--- config.mk ---
export PLATFORM = sky130hd
export DESIGN_NAME = twm_engine
export DESIGN_NICKNAME = d
export VERILOG_FILES = /design/src/shared/twm_pkg.sv /design/src/logic/twm_engine.sv
export SDC_FILE = /design/constraint.sdc
export NUM_CORES = 1
export LEC_CHECK = 0
export BUFFER_PORTS_ARGS = -buffer_cell sky130_fd_sc_hd__buf_2
export CORE_ASPECT_RATIO = 0.7
export CORE_MARGIN = 2
export CORE_UTILIZATION = 45
export DETAILED_ROUTE_END_ITERATION = 6
export GPL_ROUTABILITY_DRIVEN = 0
export PLACE_DENSITY = 0.71
export SLEW_MARGIN = 20
export SYNTH_ARGS = -nofsm -noshare
export SYNTH_HDL_FRONTEND = slang
export SYNTH_SLANG_ARGS = --single-unit
--- constraint.sdc ---
create_clock -name core_clk -period 5.65 [get_ports core_clk]
set_input_delay 0.8475 -clock core_clk [delete_from_list [all_inputs] [get_ports core_clk]]
set_output_delay 0.8475 -clock core_clk [all_outputs]
set_load 0.005 [all_outputs]
--- src/shared/twm_pkg.sv ---
package twm_pkg;

	// Register byte offsets
	localparam logic [3:0] TWM_OFF_CTRL   = 4'h0;
	localparam logic [3:0] TWM_OFF_DATA   = 4'h4;
	localparam logic [3:0] TWM_OFF_STATUS = 4'h8;
	localparam logic [3:0] TWM_OFF_DIV    = 4'hC;

	// Control register bit positions
	localparam int TWM_BIT_AA  = 2;
	localparam int TWM_BIT_SI  = 3;
	localparam int TWM_BIT_STO = 4;
	localparam int TWM_BIT_STA = 5;
	localparam int TWM_BIT_EN  = 6;

	// Reset values
	localparam logic [7:0]  TWM_RST_CTRL   = 8'h00;
	localparam logic [7:0]  TWM_RST_STATUS = 8'hF8;
	localparam logic [15:0] TWM_RST_DIV    = 16'h007D;

	// Status codes
	localparam logic [7:0] TWM_ST_START  = 8'h08;
	localparam logic [7:0] TWM_ST_RSTART = 8'h10;
	localparam logic [7:0] TWM_ST_AW_ACK = 8'h18;
	localparam logic [7:0] TWM_ST_AW_NAK = 8'h20;
	localparam logic [7:0] TWM_ST_DW_ACK = 8'h28;
	localparam logic [7:0] TWM_ST_DW_NAK = 8'h30;
	localparam logic [7:0] TWM_ST_ARB    = 8'h38;
	localparam logic [7:0] TWM_ST_AR_ACK = 8'h40;
	localparam logic [7:0] TWM_ST_AR_NAK = 8'h48;
	localparam logic [7:0] TWM_ST_DR_ACK = 8'h50;
	localparam logic [7:0] TWM_ST_DR_NAK = 8'h58;
	localparam logic [7:0] TWM_ST_IDLE   = 8'hF8;

	// Bus phase sequencing
	localparam logic [3:0] TWM_BITS_ACK = 4'd8;

	typedef enum logic [3:0] {
		TWM_S_IDLE   = 4'b0000,
		TWM_S_WAIT   = 4'b0001,
		TWM_S_START  = 4'b0010,
		TWM_S_BIT    = 4'b0011,
		TWM_S_STOP   = 4'b0100,
		TWM_S_BFREE  = 4'b0101,
		TWM_S_HOLD   = 4'b0110
	} twm_state_t;

	// Control fields as software sees them
	typedef struct packed {
		logic en;
		logic sta;
		logic sto;
		logic si;
		logic aa;
	} twm_ctrl_t;

endpackage : twm_pkg

--- src/logic/twm_engine.sv ---
// The Avalon-MM interface to the registers and the register addresses were decided locally.
`timescale 1ns/1ps
// What this block does
// - After start report 08h, send write address
// - After 08h send read-direction address too
// - Repeated start reports 10h; read switches receiver
// - 10h with write address switches to transmitter
// - Transmit statuses: new byte shifted out
// - Start without stop gives repeated start
// - Stop alone sends stop, clears stop bit
// - Start plus stop: stop, start, clear stop
// - Write address not acknowledged reports 20h
// - Data not acknowledged 30h, acknowledged 28h
// - Arbitration lost 38h; release, go unaddressed
// - After 38h with start: wait free, start
// - Receiver arbitration loss also reports 38h
// - After 40h/50h receive byte, ack if set
// - Acknowledge bit clear returns not-acknowledge
// - Read address not acknowledged reports 48h
// - Acked received byte reports 50h
// - Not-acked received byte reports 58h
module twm_engine
	import twm_pkg::*;
(
	// Clock and reset
	input  wire logic        core_clk,
	input  wire logic        rst,
	// Avalon-MM slave
	input  wire logic [3:0]  avs_address,
	input  wire logic        avs_read,
	input  wire logic        avs_write,
	input  wire logic [31:0] avs_writedata,
	input  wire logic [3:0]  avs_byteenable,
	output logic      [31:0] avs_readdata,
	output logic             avs_waitrequest,
	// Two-wire pins
	input  wire logic        scl_in,
	output logic             scl_out,
	output logic             scl_oe,
	input  wire logic        sda_in,
	output logic             sda_out,
	output logic             sda_oe
);

	twm_state_t  state_r, state_nxt;
	twm_ctrl_t   ctrl_r;
	logic [7:0]  data_r;
	logic [7:0]  status_r;
	logic [15:0] div_r;
	logic [15:0] cnt_r;
	logic [1:0]  ph_r;
	logic [3:0]  bit_r;
	logic        addr_ph_r;
	logic        rx_mode_r;
	logic        stop_then_start_r;
	logic        rep_start_r;
	logic        scl_oe_r, sda_oe_r;
	logic [2:0]  scl_s_r, sda_s_r;
	logic        scl_q_r, sda_q_r;
	logic [31:0] rdata_r;
	logic        wait_r;

	// Pin synchronisers: change counts when stages 2 and 3 agree
	always_ff @(posedge core_clk) begin
		scl_s_r <= {scl_s_r[1:0], scl_in};
		sda_s_r <= {sda_s_r[1:0], sda_in};
		if (rst) begin
			scl_q_r <= 1'b1;
			sda_q_r <= 1'b1;
		end else begin
			if (scl_s_r[1] == scl_s_r[2])
				scl_q_r <= scl_s_r[2];
			if (sda_s_r[1] == sda_s_r[2])
				sda_q_r <= sda_s_r[2];
		end
	end

	// Bus-free tracking: start seen sets busy, stop seen clears it
	logic sda_prev_r, bus_busy_r;
	wire  start_seen = scl_q_r && sda_prev_r && !sda_q_r;
	wire  stop_seen  = scl_q_r && !sda_prev_r && sda_q_r;
	always_ff @(posedge core_clk) begin
		if (rst) begin
			sda_prev_r <= 1'b1;
			bus_busy_r <= 1'b0;
		end else begin
			sda_prev_r <= sda_q_r;
			if (start_seen)
				bus_busy_r <= 1'b1;
			else if (stop_seen)
				bus_busy_r <= 1'b0;
		end
	end

	// Bus decode
	wire acc      = (avs_read || avs_write) && wait_r;
	wire wr_ctrl  = avs_write && !wait_r && avs_address == TWM_OFF_CTRL
			&& avs_byteenable[0];
	wire wr_data  = avs_write && !wait_r && avs_address == TWM_OFF_DATA
			&& avs_byteenable[0];
	wire wr_div   = avs_write && !wait_r && avs_address == TWM_OFF_DIV;
	wire [7:0] ctrl_rd = {1'b0, ctrl_r.en, ctrl_r.sta, ctrl_r.sto,
			ctrl_r.si, ctrl_r.aa, 2'b00};
	wire [31:0] rd_mux =
		(avs_address == TWM_OFF_CTRL)   ? {24'h000000, ctrl_rd} :
		(avs_address == TWM_OFF_DATA)   ? {24'h000000, data_r} :
		(avs_address == TWM_OFF_STATUS) ? {24'h000000, status_r} :
		(avs_address == TWM_OFF_DIV)    ? {16'h0000, div_r} :
		32'h00000000;

	// One wait state per access, then answer
	always_ff @(posedge core_clk) begin
		if (rst) begin
			wait_r  <= 1'b1;
			rdata_r <= 32'h00000000;
		end else begin
			wait_r  <= !acc;
			if (acc)
				rdata_r <= rd_mux;
		end
	end

	// Quarter-bit timing tick
	wire tick = (cnt_r == 16'h0000);
	// Stretch: wait while a slave holds clock low
	wire stretched = ph_r == 2'd2 && scl_oe_r == 1'b0 && !scl_q_r;
	always_ff @(posedge core_clk) begin
		if (rst || state_r == TWM_S_WAIT || state_r == TWM_S_IDLE)
			cnt_r <= div_r;
		else if (tick && !stretched)
			cnt_r <= div_r;
		else if (!tick)
			cnt_r <= cnt_r - 16'h0001;
	end

	// Events from the bit engine
	logic       ev;
	logic [7:0] ev_code;
	// Received data bits are driven by the slave, so they never arbitrate
	wire  sda_drive_bit = (addr_ph_r || !rx_mode_r) ? data_r[7] : 1'b0;
	wire  ack_bit_val   = (bit_r == TWM_BITS_ACK);
	// Arbitration lost: released SDA high, but line read low
	wire  arb_lost = tick && ph_r == 2'd2 && !sda_oe_r && !sda_q_r
			&& (bit_r != TWM_BITS_ACK ? sda_drive_bit
			    : (rx_mode_r && !addr_ph_r && !ctrl_r.aa));
	wire  go = state_r == TWM_S_HOLD && !ctrl_r.si;

	always_comb begin
		state_nxt = state_r;
		ev        = 1'b0;
		ev_code   = status_r;
		case (state_r)
			TWM_S_IDLE: begin
				if (ctrl_r.en && ctrl_r.sta && !ctrl_r.si)
					state_nxt = bus_busy_r ? TWM_S_BFREE : TWM_S_START;
			end
			TWM_S_BFREE: begin
				if (!bus_busy_r)
					state_nxt = TWM_S_START;
			end
			TWM_S_START: begin
				if (tick && ph_r == 2'd3) begin
					state_nxt = TWM_S_HOLD;
					ev = 1'b1;
					ev_code = rep_start_r
						? TWM_ST_RSTART : TWM_ST_START;
				end
			end
			TWM_S_BIT: begin
				if (arb_lost) begin
					state_nxt = TWM_S_HOLD;
					ev = 1'b1;
					ev_code = TWM_ST_ARB;
				end else if (tick && ph_r == 2'd3 && ack_bit_val) begin
					state_nxt = TWM_S_HOLD;
					ev = 1'b1;
					if (addr_ph_r)
						ev_code = rx_mode_r
							? (sda_q_r ? TWM_ST_AR_NAK : TWM_ST_AR_ACK)
							: (sda_q_r ? TWM_ST_AW_NAK : TWM_ST_AW_ACK);
					else if (rx_mode_r)
						ev_code = ctrl_r.aa ? TWM_ST_DR_ACK : TWM_ST_DR_NAK;
					else
						ev_code = sda_q_r ? TWM_ST_DW_NAK : TWM_ST_DW_ACK;
				end
			end
			TWM_S_STOP: begin
				if (tick && ph_r == 2'd3)
					state_nxt = stop_then_start_r ? TWM_S_START : TWM_S_IDLE;
			end
			TWM_S_HOLD: begin
				if (go) begin
					if (ctrl_r.sto)
						state_nxt = TWM_S_STOP;
					else if (ctrl_r.sta)
						state_nxt = status_r == TWM_ST_ARB
							? (bus_busy_r ? TWM_S_BFREE : TWM_S_START)
							: TWM_S_START;
					else if (status_r == TWM_ST_ARB)
						state_nxt = TWM_S_IDLE;
					else if (status_r == TWM_ST_AR_NAK
						|| status_r == TWM_ST_DR_NAK)
						state_nxt = TWM_S_IDLE;
					else
						state_nxt = TWM_S_BIT;
				end
			end
			default: state_nxt = TWM_S_IDLE;
		endcase
	end

	// Shared decodes for the register and bit engines
	wire in_start  = state_r == TWM_S_START;
	wire in_bit    = state_r == TWM_S_BIT;
	wire in_stop   = state_r == TWM_S_STOP;
	wire moving    = in_start || in_stop || in_bit;
	wire adv       = tick && !stretched;
	wire at_end    = tick && ph_r == 2'd3;
	wire stop_done = in_stop && at_end;
	wire bit_end   = in_bit && ph_r == 2'd3 && adv;
	wire was_start = status_r == TWM_ST_START
			|| status_r == TWM_ST_RSTART;
	wire to_byte   = go && !ctrl_r.sto && !ctrl_r.sta
			&& status_r != TWM_ST_ARB;
	wire rep_req   = ctrl_r.sta && !ctrl_r.sto
			&& status_r != TWM_ST_ARB;
	wire rx_shift  = !addr_ph_r && rx_mode_r;
	wire in_byte   = bit_r < TWM_BITS_ACK;
	wire [7:0] data_shift = rx_shift ? {data_r[6:0], sda_q_r}
			: {data_r[6:0], data_r[7]};
	wire si_wr     = ev || (ctrl_r.si && avs_writedata[TWM_BIT_SI]);
	wire ack_drive = rx_shift && ctrl_r.aa;
	wire bit_drive = (addr_ph_r || !rx_mode_r) && !data_r[7];
	// Start keeps the clock low until data is let go, so that a
	// repeated start never looks like a stop on the wire
	wire scl_start = (ph_r == 2'd0 && !tick && scl_oe_r)
			|| (ph_r == 2'd3 && tick);
	wire scl_bit   = !(ph_r == 2'd1 && tick)
			&& (ph_r == 2'd0 || (ph_r == 2'd3 && tick) || scl_oe_r);
	wire scl_stop  = ph_r == 2'd0 && !tick;
	// Hold keeps the clock low, except to give the bus up after a loss
	wire scl_hold  = !(go && status_r == TWM_ST_ARB);

	// Control bits: a new status sets the flag even against a write
	always_ff @(posedge core_clk) begin
		if (rst) begin
			ctrl_r <= twm_ctrl_t'(TWM_RST_CTRL[4:0]);
		end else begin
			if (wr_ctrl) begin
				ctrl_r.en  <= avs_writedata[TWM_BIT_EN];
				ctrl_r.sta <= avs_writedata[TWM_BIT_STA];
				ctrl_r.sto <= avs_writedata[TWM_BIT_STO];
				ctrl_r.aa  <= avs_writedata[TWM_BIT_AA];
				ctrl_r.si  <= si_wr;
			end else if (ev) begin
				ctrl_r.si <= 1'b1;
			end
			if (stop_done)
				ctrl_r.sto <= 1'b0;
		end
	end

	// State register
	always_ff @(posedge core_clk) begin
		if (rst)
			state_r <= TWM_S_IDLE;
		else
			state_r <= state_nxt;
	end

	// Data, status and divider; shifting wins over a bus write
	always_ff @(posedge core_clk) begin
		if (rst) begin
			data_r   <= 8'h00;
			status_r <= TWM_RST_STATUS;
			div_r    <= TWM_RST_DIV;
		end else begin
			if (wr_div)
				div_r <= avs_writedata[15:0];
			if (wr_data)
				data_r <= avs_writedata[7:0];
			if (bit_end && in_byte)
				data_r <= data_shift;
			if (ev)
				status_r <= ev_code;
		end
	end

	// Transfer mode, and whether the next start is a repeated one
	always_ff @(posedge core_clk) begin
		if (rst) begin
			addr_ph_r         <= 1'b0;
			rx_mode_r         <= 1'b0;
			stop_then_start_r <= 1'b0;
			rep_start_r       <= 1'b0;
		end else begin
			if (go) begin
				stop_then_start_r <= ctrl_r.sto && ctrl_r.sta;
				rep_start_r       <= rep_req;
			end else if (state_r == TWM_S_IDLE) begin
				rep_start_r <= 1'b0;
			end
			if (to_byte) begin
				addr_ph_r <= was_start;
				if (was_start)
					rx_mode_r <= data_r[0];
			end
		end
	end

	// Quarter-bit phase and bit counter
	always_ff @(posedge core_clk) begin
		if (rst) begin
			ph_r  <= 2'd0;
			bit_r <= 4'd0;
		end else if (to_byte) begin
			ph_r  <= 2'd0;
			bit_r <= 4'd0;
		end else if (moving) begin
			if (adv)
				ph_r <= ph_r + 2'd1;
			if (bit_end)
				bit_r <= bit_r + 4'd1;
		end else begin
			ph_r <= 2'd0;
		end
	end

	// Open-drain drive: an enable pulls its line low
	always_ff @(posedge core_clk) begin
		if (rst) begin
			scl_oe_r <= 1'b0;
			sda_oe_r <= 1'b0;
		end else begin
			case (state_r)
				TWM_S_START: scl_oe_r <= scl_start;
				TWM_S_BIT:   scl_oe_r <= scl_bit;
				TWM_S_STOP:  scl_oe_r <= scl_stop;
				TWM_S_HOLD:  scl_oe_r <= scl_hold;
				default:     scl_oe_r <= 1'b0;
			endcase
			case (state_r)
				TWM_S_START: sda_oe_r <= ph_r >= 2'd2;
				TWM_S_BIT:   sda_oe_r <= ack_bit_val
					? ack_drive
					: bit_drive;
				TWM_S_STOP:  sda_oe_r <= ph_r <= 2'd1;
				TWM_S_HOLD:  sda_oe_r <= sda_oe_r
					&& status_r != TWM_ST_ARB;
				default:     sda_oe_r <= 1'b0;
			endcase
		end
	end

	// Outputs straight from flops, pin data outputs tied low
	assign avs_readdata    = rdata_r;
	assign avs_waitrequest = wait_r;
	assign scl_oe  = scl_oe_r;
	assign sda_oe  = sda_oe_r;
	assign scl_out = 1'b0;
	assign sda_out = 1'b0;

endmodule : twm_engine

==> impl_summary.txt <==
----------------------------------------------------
[Drt]
  Total vias in the final route ... approximately 4000
  Remaining design rule violation count ... 0
  Number of nets with antenna violations after detailed routing ... 0
  Post-Route WL ... 11750 um
  Vias per std cell ... 5.690
  Iteration count of the initial detailed-routing pass ... 5
  WL/cell ... 16.64 um
  Drt initial violations ... roughly 310

[Clock network]
  Quantity of hold-fixing buffers added after cts ... 0
  Number of clock sinks ... approximately 90
  Setup bufs post-CTS ... 0
  Number of clock buffers inserted by TritonCTS ... 9
  Buffer levels on the longest clock path ... 2
  Clock slew at the register clock pins of the worst setup and hold paths ... about 0.06 ns
  Number of gates resized after CTS ... 0
  CTS H-tree depth ... 3
  TritonCTS clock tree ... yes
  Buffer type at the clock tree root ... sky130_fd_sc_hd__clkbuf_16
  Worst-skew pair later-pin latency ... 0.34 ns

[Floorplan]
  Floorplan die area ... 11570 um2
  Die outline height ... 90.61 um
  Area of the core ... 10400 um2
  Number of primary I/O pins ... 83
  Starting density of the core ... 46.39%
  Row count ... 31
  Chip width ... 127.7 um

[Global route]
  Largest net degree at the start of global routing ... 70
  Global-route wire length before repair ... 19290 um
  Met3 capacity usage during global routing ... 5.391%
  Met2 Usage GRT ... 28.92%
  GR Util All Layers ... between 20% and 30%
  Number of antenna violations at the first check in global routing ... 0
  Grt ovf ... 0
  Number of global-route vias before repair ... 3719
  Gr busiest metal ... met1
  Global routing usage on met1 ... 31.85%

[Setup path]
  Critical-path cell with the highest stage delay ... sky130_fd_sc_hd__nand3_1
  Critical path launch point type ... register
  Arr. time, crit path ... 2.56 ns
  CP Class ... reg -> reg
  Max stage delay on crit path ... roughly 0.63 ns
  Setup slack of the most critical reg-to-reg path ... 2.97 ns
  Top fanout value on the critical path ... 16
  Critical-path cell list ... nor4_1, and2b_4, and3_1, nand3_1
  Data required time of the critical path ... 5.52 ns
  Category of the worst setup path capture point ... register

[Synth]
  Unique masters post-synth ... 65
  FF+latch count, synth ... between 90 and 100
  Mapped Cells ... 537
  Primary flip-flop cell chosen by synthesis mapping ... sky130_fd_sc_hd__dfxtp_1
  Ys async rst share ... 0%
  Share of the yosys chip area belonging to registers ... 41.52%
  Warning count from the yosys run ... 0
  Netlist area before placement ... around 4800 um2
  Count of flip-flops with a built-in enable after synthesis ... 16
  Mean instance size in the synthesized netlist ... 8.980 um2

[Timing]
  RSZ-0062 raised after global routing ... false
  Tightest Pin Transition ... 1.023 ns
  Worst max-slew margin expressed relative to the limit ... 31.81%
  Worst clock skew on the final layout ... 0.006667 ns
  Setup total negative slack ... 0 ns
  Number of hold violations in the final report ... 0
  Peak clock frequency supported by timing ... 372.6 MHz
  Count of final setup violators ... 0
  Count of pins over their slew limit ... 0
  Final worst path period need ... 2.684 ns
  Fraction of the cycle the final worst path needs ... 47.50%

[Finish]
  Filler cell count in the final layout ... 983
  Layout Area Growth over Synthesis ... 9.990%
  Number of nets at the end of the flow ... about 630
  Final antenna diode count ... 0
  Proportion of layout cells with a drive suffix above 1 ... between 15 and 20%
  End-of-flow core utilization ... 51.02%

[Pwr]
  Switching pwr ... 440.7 uW
  Power density over the cells ... 297.8 nW/um2
  Net Sw Frac ... 27.90%
  Worst-case vdd ir drop ... 0.0002178 V
  Sequential share of power ... 47.6%
  LEAKAGE ... 2.094 nW
  Part of the power in combinational logic ... roughly 15%
  Internal Dissipation ... 1.139 mW
  Power share of the clock group ... roughly 37%

[Place]
  Number of buffers inserted by port buffering ... 45
  HPWL reported at the end of detailed placement ... ~8400 um

[Run status]
  Run status ... complete, no violations

[Worst hold path]
  Worst Hold Class ... reg -> reg

[Flow run]
  Max-cap viol count ... 0

----------------------------------------------------
-- metrics by stage --
stage | power (mW) | area (um2) | hold slack [ns] | worst slack (ns) | instances
3_3_place_gp | 0.9872 | 5017 | 0.3110 | 2.801 | 690
4_1_cts | 1.584 | 5304 | 0.3287 | 2.973 | 706
6_report | 1.579 | 5304 | 0.3261 | 2.966 | 706
3_5_place_dp | 0.9949 | 5017 | 0.3138 | 2.775 | 690
2_1_floorplan | 0.9406 | 4886 | 0.3096 | 3.466 | 554
5_1_grt | 1.651 | 5304 | 0.3334 | 2.745 | 706
-- final cells by class --
class	count	area, um2	share of cell area [%]
Timing Repair Buffer	49	255.2	4.812
Sequential cell	92	2002	37.74
Inverter	11	41.29	0.7785
Tap cell	132	165.2	3.114
Clock buffer	11	232.7	4.388
Clock inverter	5	53.80	1.014
Multi-Input combinational cell	406	2554	48.15
-- power groups by stage --
stage / clock (mW) / sequential, mW / combinational (mW)
global placement: 0 / 0.762 / 0.225
floorplan: 0 / 0.747 / 0.194
CTS: 0.599 / 0.750 / 0.236
detailed placement: 0 / 0.764 / 0.230
finish: 0.590 / 0.751 / 0.238
global route: 0.629 / 0.756 / 0.266
-- cell families after synthesis --
family          synth area share (%)
fa+ha+maj                      2.854
compound gates                 16.92
other cells                  0.07777
flops                          41.52
buf+inv                        6.850
mux                            5.786
xor+xnor                       2.906
simple gates                   23.09
-- sequential cells by signal, indices dropped and copies added, names as in the netlist, 2 cells and up --
signal,flops
sda_s_r,3
ctrl_r,5
bit_r,4
avs_readdata,16
status_r,5
ph_r,2
cnt_r,16
scl_s_r,3
data_r,8
state_r,3
div_r,16
-- metal layers --
| layer | part of all wire, % | wire length (um) |
|---|---|---|
| met1 | 48 | 5634 |
| met2 | 42 | 4954 |
| met3 | 8.5 | 1002 |
| met4 | 1.4 | 160 |
| met5 | 0 | 0 |
-- synth_stat cells, drive strengths merged (4+ instances only) --
| cell type | instances | area share (%) |
|---|---|---|
| edfxtp | 16 | 10 |
| xor2 | 7 | 1.3 |
| nor2 | 73 | 5.7 |
| inv | 11 | 0.86 |
| mux2i | 20 | 4.2 |
| nand3 | 12 | 1.2 |
| a31oi | 4 | 0.52 |
| a211oi | 11 | 2.6 |
| a22oi | 11 | 1.7 |
| and3 | 4 | 0.52 |
| a221oi | 6 | 1.1 |
| nand4 | 5 | 0.65 |
| nor4b | 4 | 1.0 |
| ha | 11 | 2.9 |
| nor2b | 5 | 0.65 |
| o21ai | 15 | 1.6 |
| clkbuf | 12 | 0.93 |
| buf | 33 | 5.1 |
| nor3 | 18 | 1.9 |
| mux2 | 7 | 1.6 |
| nand2 | 57 | 4.6 |
| dfxtp | 76 | 32 |
| a22o | 5 | 0.91 |
| nand3b | 8 | 1.2 |
| nor4 | 6 | 1.4 |
| xnor2 | 9 | 1.6 |
| or3 | 4 | 0.62 |
| a21oi | 44 | 4.6 |
| nand2b | 8 | 1.2 |
-- worst max-delay path, delay by kind of cell (launching register included) --
kind          cells  cell delay, ns
simple gates      4            1.75
flops             1            0.46
-- cells in the final DEF (no fill, tap or decap), types with 3 or more instances in the layout --
| cell type | instances |
|---|---|
| sky130_fd_sc_hd__nor4_1 | 4 |
| sky130_fd_sc_hd__a22oi_1 | 11 |
| sky130_fd_sc_hd__nand2b_1 | 7 |
| sky130_fd_sc_hd__and3_1 | 4 |
| sky130_fd_sc_hd__a22o_1 | 5 |
| sky130_fd_sc_hd__conb_1 | 18 |
| sky130_fd_sc_hd__a221oi_1 | 6 |
| sky130_fd_sc_hd__nor2b_1 | 5 |
| sky130_fd_sc_hd__nand4_1 | 5 |
| sky130_fd_sc_hd__nand3b_1 | 8 |
| sky130_fd_sc_hd__a211o_1 | 3 |
| sky130_fd_sc_hd__dfxtp_1 | 76 |
| sky130_fd_sc_hd__a211oi_2 | 9 |
| sky130_fd_sc_hd__a21oi_1 | 44 |
| sky130_fd_sc_hd__clkbuf_16 | 9 |
| sky130_fd_sc_hd__nor2_1 | 73 |
| sky130_fd_sc_hd__a31oi_1 | 4 |
| sky130_fd_sc_hd__mux2_2 | 7 |
| sky130_fd_sc_hd__xnor2_1 | 9 |
| sky130_fd_sc_hd__xor2_1 | 7 |
| sky130_fd_sc_hd__nor3_1 | 18 |
| sky130_fd_sc_hd__buf_2 | 45 |
| sky130_fd_sc_hd__edfxtp_1 | 16 |
| sky130_fd_sc_hd__nor4b_1 | 3 |
| sky130_fd_sc_hd__mux2i_1 | 20 |
| sky130_fd_sc_hd__inv_1 | 11 |
| sky130_fd_sc_hd__or3_1 | 3 |
| sky130_fd_sc_hd__o21bai_1 | 3 |
| sky130_fd_sc_hd__nand3_1 | 12 |
| sky130_fd_sc_hd__ha_1 | 11 |
| sky130_fd_sc_hd__nand2_1 | 56 |
| sky130_fd_sc_hd__buf_4 | 4 |
| sky130_fd_sc_hd__o21ai_0 | 13 |
-- worst paths after layout --
check	depth (start not counted)	start	endpoint
worst max-delay path	4	cnt_r[10]	cnt_r[5]
worst min-delay path	0	scl_s_r[0]	scl_s_r[1]
worst max register to register	4	cnt_r[10]	cnt_r[5]
worst min register to register	0	scl_s_r[0]	scl_s_r[1]
(Power assumes the default switching activity.)
